## src/rtl/srxirq_cfg.svh

```systemverilog
// constants for the receiver control and interrupt register group
`ifndef SRXIRQ_CFG_SVH
`define SRXIRQ_CFG_SVH

// register indices, byte address is four times the index
`define SRXIRQ_IDX_RX_MODE      6'h1E
`define SRXIRQ_IDX_ROUTING      6'h1F
`define SRXIRQ_IDX_FLAGS        6'h20
`define SRXIRQ_IDX_MASK         6'h21
`define SRXIRQ_IDX_MODE_HI      6'h22
`define SRXIRQ_IDX_MODE_LO      6'h23
`define SRXIRQ_IDX_BUF_CTRL     6'h24
`define SRXIRQ_IDX_RX_STATUS    6'h25

// field positions
`define SRXIRQ_POS_POLICY       0
`define SRXIRQ_POS_PIN_POL      2
`define SRXIRQ_POS_RX_SEL       0
`define SRXIRQ_POS_PT_SEL       4
`define SRXIRQ_POS_CHS          0
`define SRXIRQ_POS_CAM          1
`define SRXIRQ_POS_BUFFER_CONTENT_SEL         2
`define SRXIRQ_POS_LOCKM        6

// flag bit positions
`define SRXIRQ_BIT_UNLOCK       7
`define SRXIRQ_BIT_QSUB         5
`define SRXIRQ_BIT_CS_XFER      4
`define SRXIRQ_BIT_UB_XFER      3
`define SRXIRQ_BIT_OVFL         1
`define SRXIRQ_BIT_RX_FAULT     0

// writable bits of each register
`define SRXIRQ_MASK_RX_MODE     8'h0F
`define SRXIRQ_MASK_ROUTING     8'h77
`define SRXIRQ_MASK_IRQ         8'hBB
`define SRXIRQ_MASK_BUF_CTRL    8'hC7

// reset values
`define SRXIRQ_RST_RX_MODE      8'h00
`define SRXIRQ_RST_ROUTING      8'h00
`define SRXIRQ_RST_MASK         8'h00
`define SRXIRQ_RST_MODE         8'h00
`define SRXIRQ_RST_BUF_CTRL     8'h40

// bus responses
`define SRXIRQ_RESP_OKAY        2'h0
`define SRXIRQ_RESP_SLVERR      2'h2

`endif

```

## src/rtl/srxirq_pkg.sv

```systemverilog
// types for the receiver control and interrupt register group
package srxirq_pkg;

   typedef enum logic [1:0] {
      POLICY_HOLD,
      POLICY_ZERO,
      POLICY_PASS,
      POLICY_RSVD
   } srxirq_policy_type;

   typedef enum logic [1:0] {
      TRIG_RISE,
      TRIG_FALL,
      TRIG_LEVEL,
      TRIG_RSVD
   } srxirq_trig_type;

   typedef enum logic [1:0] {
      PIN_ACT_HIGH,
      PIN_ACT_LOW,
      PIN_OPEN_DRAIN,
      PIN_RSVD
   } srxirq_pin_pol_type;

   // interrupt source conditions, all levels
   typedef struct packed {
      logic unlock;
      logic qsub_block_new;
      logic cs_buffer_xfer;
      logic ub_buffer_xfer;
      logic adc_overflow;
      logic rx_fault_flag;
   } srxirq_src_type;

   // received channel status of one subframe side, laid out as the byte
   typedef struct packed {
      logic [3:0] side_bits_len;
      logic       studio_fmt_flag;
      logic       non_audio_flag;
      logic       copyright_flag;
      logic       first_gen_flag;
   } srxirq_cs_info_type;

endpackage : srxirq_pkg

```

## src/rtl/srxirq_regs.sv

```systemverilog
// receiver control, routing and sticky interrupt registers on AXI4-Lite
`timescale 1ns/1ns
`include "srxirq_cfg.svh"
module srxirq_regs
   import srxirq_pkg::*;
#(
   parameter int AW    = 8,
   parameter int SMP_W = 24,
   parameter int N_IN  = 8
) (
   // clock and reset
   input  wire logic               aclk,
   input  wire logic               aresetn,
   // axi4-lite write address
   input  wire logic [AW-1:0]      s_axi_awaddr,
   input  wire logic               s_axi_awvalid,
   output logic                    s_axi_awready,
   // axi4-lite write data
   input  wire logic [31:0]        s_axi_wdata,
   input  wire logic [3:0]         s_axi_wstrb,
   input  wire logic               s_axi_wvalid,
   output logic                    s_axi_wready,
   // axi4-lite write response
   output logic [1:0]              s_axi_bresp,
   output logic                    s_axi_bvalid,
   input  wire logic               s_axi_bready,
   // axi4-lite read address
   input  wire logic [AW-1:0]      s_axi_araddr,
   input  wire logic               s_axi_arvalid,
   output logic                    s_axi_arready,
   // axi4-lite read data
   output logic [31:0]             s_axi_rdata,
   output logic [1:0]              s_axi_rresp,
   output logic                    s_axi_rvalid,
   input  wire logic               s_axi_rready,
   // receiver input pins and routed outputs
   input  wire logic [N_IN-1:0]    rx_input_pin,
   output logic                    passthru_out_pin,
   output logic                    rx_input_routed,
   // interrupt source conditions from the receiver core
   input  wire srxirq_src_type     irq_src,
   // received channel status of both sides
   input  wire srxirq_cs_info_type cs_info_a,
   input  wire srxirq_cs_info_type cs_info_b,
   // audio sample path
   input  wire logic [SMP_W-1:0]   sample_in,
   input  wire logic               sample_in_valid,
   output logic [SMP_W-1:0]        sample_out,
   output logic                    sample_out_valid,
   // buffer and lock controls to the receiver core
   output logic [1:0]              lock_algorithm_sel,
   output logic                    buffer_content_sel,
   output logic                    cbuf_byte_mode,
   output logic                    subframe_side_sel,
   // interrupt pin, open drain when selected
   output logic                    irq_pin_out,
   output logic                    irq_pin_oe
);

   localparam int SW = $clog2(N_IN);

   // register at index idx
   function automatic logic hit(input logic [AW-1:0] addr,
                                input logic [5:0]    idx);
      hit = (addr[AW-1:2] == (AW-2)'(idx));
   endfunction : hit

   // any mapped index
   function automatic logic mapped(input logic [AW-1:0] addr);
      mapped = hit(addr, `SRXIRQ_IDX_RX_MODE)
             | hit(addr, `SRXIRQ_IDX_ROUTING)
             | hit(addr, `SRXIRQ_IDX_FLAGS)
             | hit(addr, `SRXIRQ_IDX_MASK)
             | hit(addr, `SRXIRQ_IDX_MODE_HI)
             | hit(addr, `SRXIRQ_IDX_MODE_LO)
             | hit(addr, `SRXIRQ_IDX_BUF_CTRL)
             | hit(addr, `SRXIRQ_IDX_RX_STATUS);
   endfunction : mapped

   // control registers
   logic [7:0] rx_mode_r;
   logic [7:0] rx_input_routing_r;
   logic [7:0] irq_enable_mask_r;
   logic [7:0] irq_trigger_mode_hi_r;
   logic [7:0] irq_trigger_mode_lo_r;
   logic [7:0] status_buffer_ctrl_r;
   logic [7:0] irq_flags_r;
   logic [7:0] irq_flags_nxt;

   // write channel state
   logic          awready_r;
   logic          wready_r;
   logic          aw_full_r;
   logic          w_full_r;
   logic [AW-1:0] waddr_r;
   logic [7:0]    wdata_r;
   logic          wstrb0_r;
   logic          bvalid_r;
   logic [1:0]    bresp_r;
   logic          aw_take;
   logic          w_take;
   logic          do_write;
   logic          aw_full_nxt;
   logic          w_full_nxt;
   logic          bvalid_nxt;

   // read channel state
   logic          arready_r;
   logic          rvalid_r;
   logic [31:0]   rdata_r;
   logic [1:0]    rresp_r;
   logic          ar_take;
   logic [7:0]    rd_byte;
   logic          flags_rd_clr;

   // interrupt logic
   logic [7:0]         cond;
   logic [7:0]         cond_prev_r;
   logic [7:0]         irq_event;
   logic               irq_active;
   logic               irq_out_r;
   logic               irq_oe_r;
   srxirq_pin_pol_type pin_pol;
   srxirq_policy_type  policy;
   srxirq_cs_info_type cs_sel;

   // sample path
   logic [SMP_W-1:0] last_good_r;
   logic [SMP_W-1:0] sample_out_r;
   logic             sample_out_valid_r;

   // ---------------- write channel ----------------
   assign aw_take  = s_axi_awvalid & awready_r;
   assign w_take   = s_axi_wvalid & wready_r;
   assign do_write = aw_full_r & w_full_r;

   always_comb begin
      aw_full_nxt = (aw_full_r | aw_take) & ~do_write;
      w_full_nxt  = (w_full_r | w_take) & ~do_write;
      bvalid_nxt  = do_write | (bvalid_r & ~s_axi_bready);
   end

   always_ff @(posedge aclk) begin
      if (!aresetn) begin
         aw_full_r <= 1'b0;
         w_full_r  <= 1'b0;
         awready_r <= 1'b1;
         wready_r  <= 1'b1;
         bvalid_r  <= 1'b0;
         bresp_r   <= `SRXIRQ_RESP_OKAY;
      end else begin
         aw_full_r <= aw_full_nxt;
         w_full_r  <= w_full_nxt;
         awready_r <= ~aw_full_nxt & ~bvalid_nxt;
         wready_r  <= ~w_full_nxt & ~bvalid_nxt;
         bvalid_r  <= bvalid_nxt;
         if (do_write) begin
            bresp_r <= mapped(waddr_r) ? `SRXIRQ_RESP_OKAY
                                       : `SRXIRQ_RESP_SLVERR;
         end
      end
   end

   always_ff @(posedge aclk) begin
      if (!aresetn) begin
         waddr_r  <= '0;
         wdata_r  <= 8'h00;
         wstrb0_r <= 1'b0;
      end else begin
         if (aw_take) begin
            waddr_r <= s_axi_awaddr;
         end
         if (w_take) begin
            wdata_r  <= s_axi_wdata[7:0];
            wstrb0_r <= s_axi_wstrb[0];
         end
      end
   end

   // control registers keep only defined bits
   always_ff @(posedge aclk) begin
      if (!aresetn) begin
         rx_mode_r             <= `SRXIRQ_RST_RX_MODE;
         rx_input_routing_r    <= `SRXIRQ_RST_ROUTING;
         irq_enable_mask_r     <= `SRXIRQ_RST_MASK;
         irq_trigger_mode_hi_r <= `SRXIRQ_RST_MODE;
         irq_trigger_mode_lo_r <= `SRXIRQ_RST_MODE;
         status_buffer_ctrl_r  <= `SRXIRQ_RST_BUF_CTRL;
      end else if (do_write && wstrb0_r) begin
         if (hit(waddr_r, `SRXIRQ_IDX_RX_MODE)) begin
            rx_mode_r <= wdata_r & `SRXIRQ_MASK_RX_MODE;
         end else if (hit(waddr_r, `SRXIRQ_IDX_ROUTING)) begin
            rx_input_routing_r <= wdata_r & `SRXIRQ_MASK_ROUTING;
         end else if (hit(waddr_r, `SRXIRQ_IDX_MASK)) begin
            irq_enable_mask_r <= wdata_r & `SRXIRQ_MASK_IRQ;
         end else if (hit(waddr_r, `SRXIRQ_IDX_MODE_HI)) begin
            irq_trigger_mode_hi_r <= wdata_r & `SRXIRQ_MASK_IRQ;
         end else if (hit(waddr_r, `SRXIRQ_IDX_MODE_LO)) begin
            irq_trigger_mode_lo_r <= wdata_r & `SRXIRQ_MASK_IRQ;
         end else if (hit(waddr_r, `SRXIRQ_IDX_BUF_CTRL)) begin
            status_buffer_ctrl_r <= wdata_r & `SRXIRQ_MASK_BUF_CTRL;
         end
      end
   end

   // ---------------- read channel ----------------
   assign ar_take = s_axi_arvalid & arready_r;
   assign cs_sel  = status_buffer_ctrl_r[`SRXIRQ_POS_CHS] ? cs_info_b
                                                          : cs_info_a;

   always_comb begin
      rd_byte = 8'h00;
      if (hit(s_axi_araddr, `SRXIRQ_IDX_RX_MODE)) begin
         rd_byte = rx_mode_r;
      end else if (hit(s_axi_araddr, `SRXIRQ_IDX_ROUTING)) begin
         rd_byte = rx_input_routing_r;
      end else if (hit(s_axi_araddr, `SRXIRQ_IDX_FLAGS)) begin
         rd_byte = irq_flags_r & irq_enable_mask_r;
      end else if (hit(s_axi_araddr, `SRXIRQ_IDX_MASK)) begin
         rd_byte = irq_enable_mask_r;
      end else if (hit(s_axi_araddr, `SRXIRQ_IDX_MODE_HI)) begin
         rd_byte = irq_trigger_mode_hi_r;
      end else if (hit(s_axi_araddr, `SRXIRQ_IDX_MODE_LO)) begin
         rd_byte = irq_trigger_mode_lo_r;
      end else if (hit(s_axi_araddr, `SRXIRQ_IDX_BUF_CTRL)) begin
         rd_byte = status_buffer_ctrl_r;
      end else if (hit(s_axi_araddr, `SRXIRQ_IDX_RX_STATUS)) begin
         rd_byte = cs_sel;
      end
   end

   assign flags_rd_clr = ar_take & hit(s_axi_araddr, `SRXIRQ_IDX_FLAGS);

   always_ff @(posedge aclk) begin
      if (!aresetn) begin
         arready_r <= 1'b1;
         rvalid_r  <= 1'b0;
         rdata_r   <= 32'h0000_0000;
         rresp_r   <= `SRXIRQ_RESP_OKAY;
      end else if (ar_take) begin
         arready_r <= 1'b0;
         rvalid_r  <= 1'b1;
         rdata_r   <= {24'h00_0000, rd_byte};
         rresp_r   <= mapped(s_axi_araddr) ? `SRXIRQ_RESP_OKAY
                                           : `SRXIRQ_RESP_SLVERR;
      end else if (rvalid_r && s_axi_rready) begin
         arready_r <= 1'b1;
         rvalid_r  <= 1'b0;
      end
   end

   // ---------------- interrupt sources ----------------
   always_comb begin
      cond                         = 8'h00;
      cond[`SRXIRQ_BIT_UNLOCK]     = irq_src.unlock;
      cond[`SRXIRQ_BIT_QSUB]       = irq_src.qsub_block_new;
      cond[`SRXIRQ_BIT_CS_XFER]    = irq_src.cs_buffer_xfer;
      cond[`SRXIRQ_BIT_UB_XFER]    = irq_src.ub_buffer_xfer;
      cond[`SRXIRQ_BIT_OVFL]       = irq_src.adc_overflow;
      cond[`SRXIRQ_BIT_RX_FAULT]   = irq_src.rx_fault_flag;
   end

   always_ff @(posedge aclk) begin
      if (!aresetn) begin
         cond_prev_r <= 8'h00;
      end else begin
         cond_prev_r <= cond;
      end
   end

   // per-source trigger from the two mode registers
   always_comb begin
      for (int i = 0; i < 8; i++) begin
         case (srxirq_trig_type'({irq_trigger_mode_hi_r[i],
                                  irq_trigger_mode_lo_r[i]}))
            TRIG_RISE:  irq_event[i] = cond[i] & ~cond_prev_r[i];
            TRIG_FALL:  irq_event[i] = ~cond[i] & cond_prev_r[i];
            TRIG_LEVEL: irq_event[i] = cond[i];
            default:    irq_event[i] = 1'b0;
         endcase
      end
   end

   // sticky flags; a set beside a clearing read wins
   always_comb begin
      irq_flags_nxt = flags_rd_clr ? 8'h00 : irq_flags_r;
      irq_flags_nxt = (irq_flags_nxt | irq_event)
                    & irq_enable_mask_r;
   end

   always_ff @(posedge aclk) begin
      if (!aresetn) begin
         irq_flags_r <= 8'h00;
      end else begin
         irq_flags_r <= irq_flags_nxt;
      end
   end

   // ---------------- interrupt pin ----------------
   assign irq_active = |irq_flags_nxt;
   assign pin_pol    = srxirq_pin_pol_type'(
                          rx_mode_r[`SRXIRQ_POS_PIN_POL +: 2]);

   always_ff @(posedge aclk) begin
      if (!aresetn) begin
         irq_out_r <= 1'b0;
         irq_oe_r  <= 1'b1;
      end else begin
         case (pin_pol)
            PIN_ACT_HIGH: begin
               irq_out_r <= irq_active;
               irq_oe_r  <= 1'b1;
            end
            PIN_ACT_LOW: begin
               irq_out_r <= ~irq_active;
               irq_oe_r  <= 1'b1;
            end
            PIN_OPEN_DRAIN: begin
               irq_out_r <= 1'b0;
               irq_oe_r  <= irq_active;
            end
            default: begin
               irq_out_r <= 1'b0;
               irq_oe_r  <= 1'b0;
            end
         endcase
      end
   end

   // ---------------- sample fault policy ----------------
   assign policy = srxirq_policy_type'(rx_mode_r[`SRXIRQ_POS_POLICY +: 2]);

   // fault input is the unmasked, sample-affecting fault only
   always_ff @(posedge aclk) begin
      if (!aresetn) begin
         last_good_r        <= '0;
         sample_out_r       <= '0;
         sample_out_valid_r <= 1'b0;
      end else begin
         sample_out_valid_r <= sample_in_valid;
         if (sample_in_valid) begin
            if (!irq_src.rx_fault_flag) begin
               last_good_r  <= sample_in;
               sample_out_r <= sample_in;
            end else begin
               case (policy)
                  POLICY_HOLD: sample_out_r <= last_good_r;
                  POLICY_ZERO: sample_out_r <= '0;
                  default:     sample_out_r <= sample_in;
               endcase
            end
         end
      end
   end

   // ---------------- input routing ----------------
   srxirq_pin_mux #(
      .N_IN (N_IN),
      .SW   (SW)
   ) u_pin_mux (
      .aclk               (aclk),
      .aresetn            (aresetn),
      .rx_input_pin       (rx_input_pin),
      .passthru_input_sel (rx_input_routing_r[`SRXIRQ_POS_PT_SEL +: SW]),
      .rx_input_sel       (rx_input_routing_r[`SRXIRQ_POS_RX_SEL +: SW]),
      .passthru_out_pin   (passthru_out_pin),
      .rx_input_routed    (rx_input_routed)
   );

   // ---------------- outputs ----------------
   assign s_axi_awready      = awready_r;
   assign s_axi_wready       = wready_r;
   assign s_axi_bvalid       = bvalid_r;
   assign s_axi_bresp        = bresp_r;
   assign s_axi_arready      = arready_r;
   assign s_axi_rvalid       = rvalid_r;
   assign s_axi_rdata        = rdata_r;
   assign s_axi_rresp        = rresp_r;
   assign sample_out         = sample_out_r;
   assign sample_out_valid   = sample_out_valid_r;
   assign irq_pin_out        = irq_out_r;
   assign irq_pin_oe         = irq_oe_r;
   assign lock_algorithm_sel = status_buffer_ctrl_r[`SRXIRQ_POS_LOCKM +: 2];
   assign buffer_content_sel = status_buffer_ctrl_r[`SRXIRQ_POS_BUFFER_CONTENT_SEL];
   assign cbuf_byte_mode     = status_buffer_ctrl_r[`SRXIRQ_POS_CAM];
   assign subframe_side_sel  = status_buffer_ctrl_r[`SRXIRQ_POS_CHS];

endmodule : srxirq_regs

```

## src/rtl/srxirq_pin_mux.sv

```systemverilog
// input pin synchroniser and the two eight-way input selectors
`timescale 1ns/1ns
module srxirq_pin_mux #(
   parameter int N_IN = 8,
   parameter int SW   = $clog2(N_IN)
) (
   // clock and reset
   input  wire logic            aclk,
   input  wire logic            aresetn,
   // pins
   input  wire logic [N_IN-1:0] rx_input_pin,
   // selects
   input  wire logic [SW-1:0]   passthru_input_sel,
   input  wire logic [SW-1:0]   rx_input_sel,
   // routed outputs
   output logic                 passthru_out_pin,
   output logic                 rx_input_routed
);

   logic [N_IN-1:0] meta_r;
   logic [N_IN-1:0] sync_r;
   logic            passthru_r;
   logic            routed_r;

   // first stage read by second stage only
   always_ff @(posedge aclk) begin
      if (!aresetn) begin
         meta_r <= '0;
         sync_r <= '0;
      end else begin
         meta_r <= rx_input_pin;
         sync_r <= meta_r;
      end
   end

   always_ff @(posedge aclk) begin
      if (!aresetn) begin
         passthru_r <= 1'b0;
         routed_r   <= 1'b0;
      end else begin
         passthru_r <= sync_r[passthru_input_sel];
         routed_r   <= sync_r[rx_input_sel];
      end
   end

   assign passthru_out_pin = passthru_r;
   assign rx_input_routed  = routed_r;

endmodule : srxirq_pin_mux

```

## config.mk

```make
export PLATFORM = sky130hd
export DESIGN_NAME = srxirq_regs
export DESIGN_NICKNAME = d
export VERILOG_FILES = /design/src/rtl/srxirq_pkg.sv /design/src/rtl/srxirq_regs.sv /design/src/rtl/srxirq_pin_mux.sv
export VERILOG_INCLUDE_DIRS = /design/src /design/src/rtl
export SDC_FILE = /design/constraint.sdc
export NUM_CORES = 1
export LEC_CHECK = 0
export ABC_AREA = 1
export BUFFER_PORTS_ARGS = -buffer_cell sky130_fd_sc_hd__buf_2
export CAP_MARGIN = 25
export CORE_MARGIN = 1
export CORE_UTILIZATION = 52
export DETAILED_ROUTE_END_ITERATION = 6
export GPL_TIMING_DRIVEN = 0
export PLACE_DENSITY_LB_ADDON = 0.1
export SKIP_CTS_REPAIR_TIMING = 1
export SYNTH_ARGS = -nofsm -noshare
export SYNTH_HDL_FRONTEND = slang
export SYNTH_SLANG_ARGS = --single-unit
```

## constraint.sdc

```tcl
create_clock -name aclk -period 1.6 [get_ports aclk]
set_clock_uncertainty 0.1 [all_clocks]
set_input_delay 0.32 -clock aclk [delete_from_list [all_inputs] [get_ports aclk]]
set_output_delay 0.32 -clock aclk [all_outputs]
set_load 0.02 [all_outputs]
```

==> results.cfg <==
[status]
status = complete, but fails checks
violations = hold timing

[sta]
whs_ps = -20.2
finalHoldViolCount = 2
grt_setup_unrepaired = true
relSlewSlack = 0.626
min_period_over_period = 0.988
finalSetupViolCount = 0
worst_pin_slew_ps = 561
maxSlewViolCount = 0
timing.fmax_mhz = 632
setup_ws_ps = 18.8
fin_crit_ps = 1580
final.setup.tns_ps = 0

[power_and_ir_drop]
power_density_nw_per_um2 = 1110
power.leakage_nw = 4.03
power_mw = 9.27
ir_worst_vdd_uv = 755

[die]
dieArea_um2 = 12900
io-pin-count = 189
chipWidth_um = 113
rows = 40
die-height_um = 113
start_util = 0.536
core_um2 = 12100

[flow_run]
cap_violations = 0

[clocking]
cts_buffer_depth = 2
cts_buffers = 17
root_buffer = clkbuf_16
cts_tree = yes
cts_max_level = 4
cts.sinks = 146
path_clk_slew_ps = 60
clkLatencyLatePin_ps = 420

[global_routing]
antenna_found_initial = 0
grt_max_degree = 17
grt_usage = 0.263
grt_pass1_wl_um = 26800
overflow = 0
grt_pass1_vias = 5675

[critical_path]
ff2ff_path_depth = 9
crit_start = s_axi_arready
regToRegStartpoint = s_axi_arready
worst-setup-path-type = reg -> reg
cp_max_fo = 6
r2r_setup_slack_ps = 20
crit_top_cell = nand2_2
r2r-end = irq_pin_out
crit_slowest_cell = dfxtp_2
path_cells = nand2_4 > inv_4 > nand4_4 > nand2_2 > nand2_1 > nor2_2 > nand3_1 > nand2_2 > a21oi_1
worstSetupEndpointType = flip-flop
max_stage_delay_ps = 350
start_kind = flip-flop
arrival_ps = 1780
cp-endpoint = irq_pin_out
cp_data_required_time_ps = 1790

[min_path]
holdCritPathClass = in -> reg
min-delay-start = rx_input_pin[0]

[synthesis]
avgSynthCellArea_um2 = 7.38
synth-main-ff-cell = dfxtp_1
synth.distinct_cells = 38
ys_warn_count = 0
async_flop_share = 0
ys_seq_elements = 146
synth_edf_count = 0
synth_area_um2 = 6460
syn_inst = 876
ys_seq_area_frac = 0.452

[detailed_routing]
viasPerCell = 5.05
routed_wl_um = 16900
vias = 6297
drc = 0
ant_nets = 0
drt-initial-drc-count = 372
drt_first_pass_iters = 5
wl_per_cell_um = 13.6

[placement]
gp_congestion = 0.897
placedCellCount = 1199
port_buffers = 130
hpwl_um = 12300
post-place-ws_ps = -131
dpl_cell_area_um2 = 7420

[layout]
final_area_um2 = 8340
final_common_cell = nand2_1
drive_above_1_share = 0.251
antenna_cells = 0
final_cell_mix = nand2_1, dfxtp_1, buf_2
post-route-util = 0.692
nNetsFinal = 1180
stdcell_count = 1246
area_delta_synth_final_pct = 29.1
[sequential cells by signal, indices dropped and copies added (netlist names), 6 cells and up]
name,flops
cond_prev_r,6
irq_enable_mask_r,6
irq_flags_r,6
irq_trigger_mode_hi_r,6
irq_trigger_mode_lo_r,6
last_good_r,24
rx_input_routing_r,6
s_axi_rdata,8
sample_out,24
u_pin_mux.meta_r,8
u_pin_mux.sync_r,8
waddr_r,6
wdata_r,8
[where the power goes]
part | switching [mW] | internal [mW] | total, mW
combinational | 0.627 | 0.371 | 0.998
clock | 1.46 | 2.88 | 4.33
sequential | 0.116 | 3.82 | 3.94
[per-layer routing]
layer	up-vias	track usage	wire length, um
li1	3195	-	-
met1	2852	0.358	7660
met2	223	0.414	7790
met3	27	0.0468	1100
met4	0	0.103	368
met5	-	0	0
[logic make-up (layout without fill, tap and decap cells)]
family / Yosys count / after routing / synth area share
AOI/OAI and AO/OA: 251 / 251 / 0.226
buffers and inverters: 207 / 384 / 0.138
DFF: 146 / 146 / 0.452
other: 1 / 26 / 0.000580
and+or+nand+nor: 271 / 271 / 0.184
[worst min-delay path by stage]
stage / to / slack (ps) / cells after the start
2_1_floorplan: irq_pin_oe / 280 / 1
3_3_place_gp: u_pin_mux.sync_r[6] / 290 / 2
3_5_place_dp: u_pin_mux.sync_r[3] / 300 / 2
4_1_cts: u_pin_mux.meta_r[7] / -30 / 3
5_1_grt: u_pin_mux.meta_r[3] / 2 / 3
6_report: u_pin_mux.meta_r[0] / -20 / 3
[synth_stat cells, types with 2 or more instances]
master / n / area (um2)
nand4_1: 7 / 43.8
o22ai_1: 2 / 12.5
or2_2: 4 / 25.0
nor3_1: 2 / 10.0
clkbuf_1: 29 / 109
o311ai_0: 24 / 210
dfxtp_1: 146 / 2920
nor2_4: 5 / 56.3
nand2_2: 3 / 18.8
nor2_1: 58 / 218
buf_4: 26 / 195
inv_1: 134 / 503
nor2_2: 3 / 18.8
buf_2: 8 / 40.0
a211oi_1: 3 / 22.5
nand2_1: 165 / 619
nand3_1: 18 / 90.1
o21ai_0: 92 / 460
o211ai_1: 30 / 225
inv_2: 6 / 22.5
a21oi_1: 91 / 455
a31oi_1: 2 / 12.5
buf_1: 3 / 11.3
[cell type report]
cell class | count | area (um2)
multi-input combinational | 548 | 2850
inverter | 140 | 532
clock inverter | 10 | 179
sequential | 146 | 2930
fill | 1076 | 3720
clock buffer | 21 | 470
buffer | 67 | 393
timing repair buffer | 146 | 786
tap | 168 | 210
[critical path, delay by kind of cell (launching register included)]
kind	cells	cell delay, ps
AOI/OAI and AO/OA	1	90
buffers and inverters	1	100
DFF	1	350
and+or+nand+nor	7	820
No activity file was read; power rests on OpenSTA's default activity.
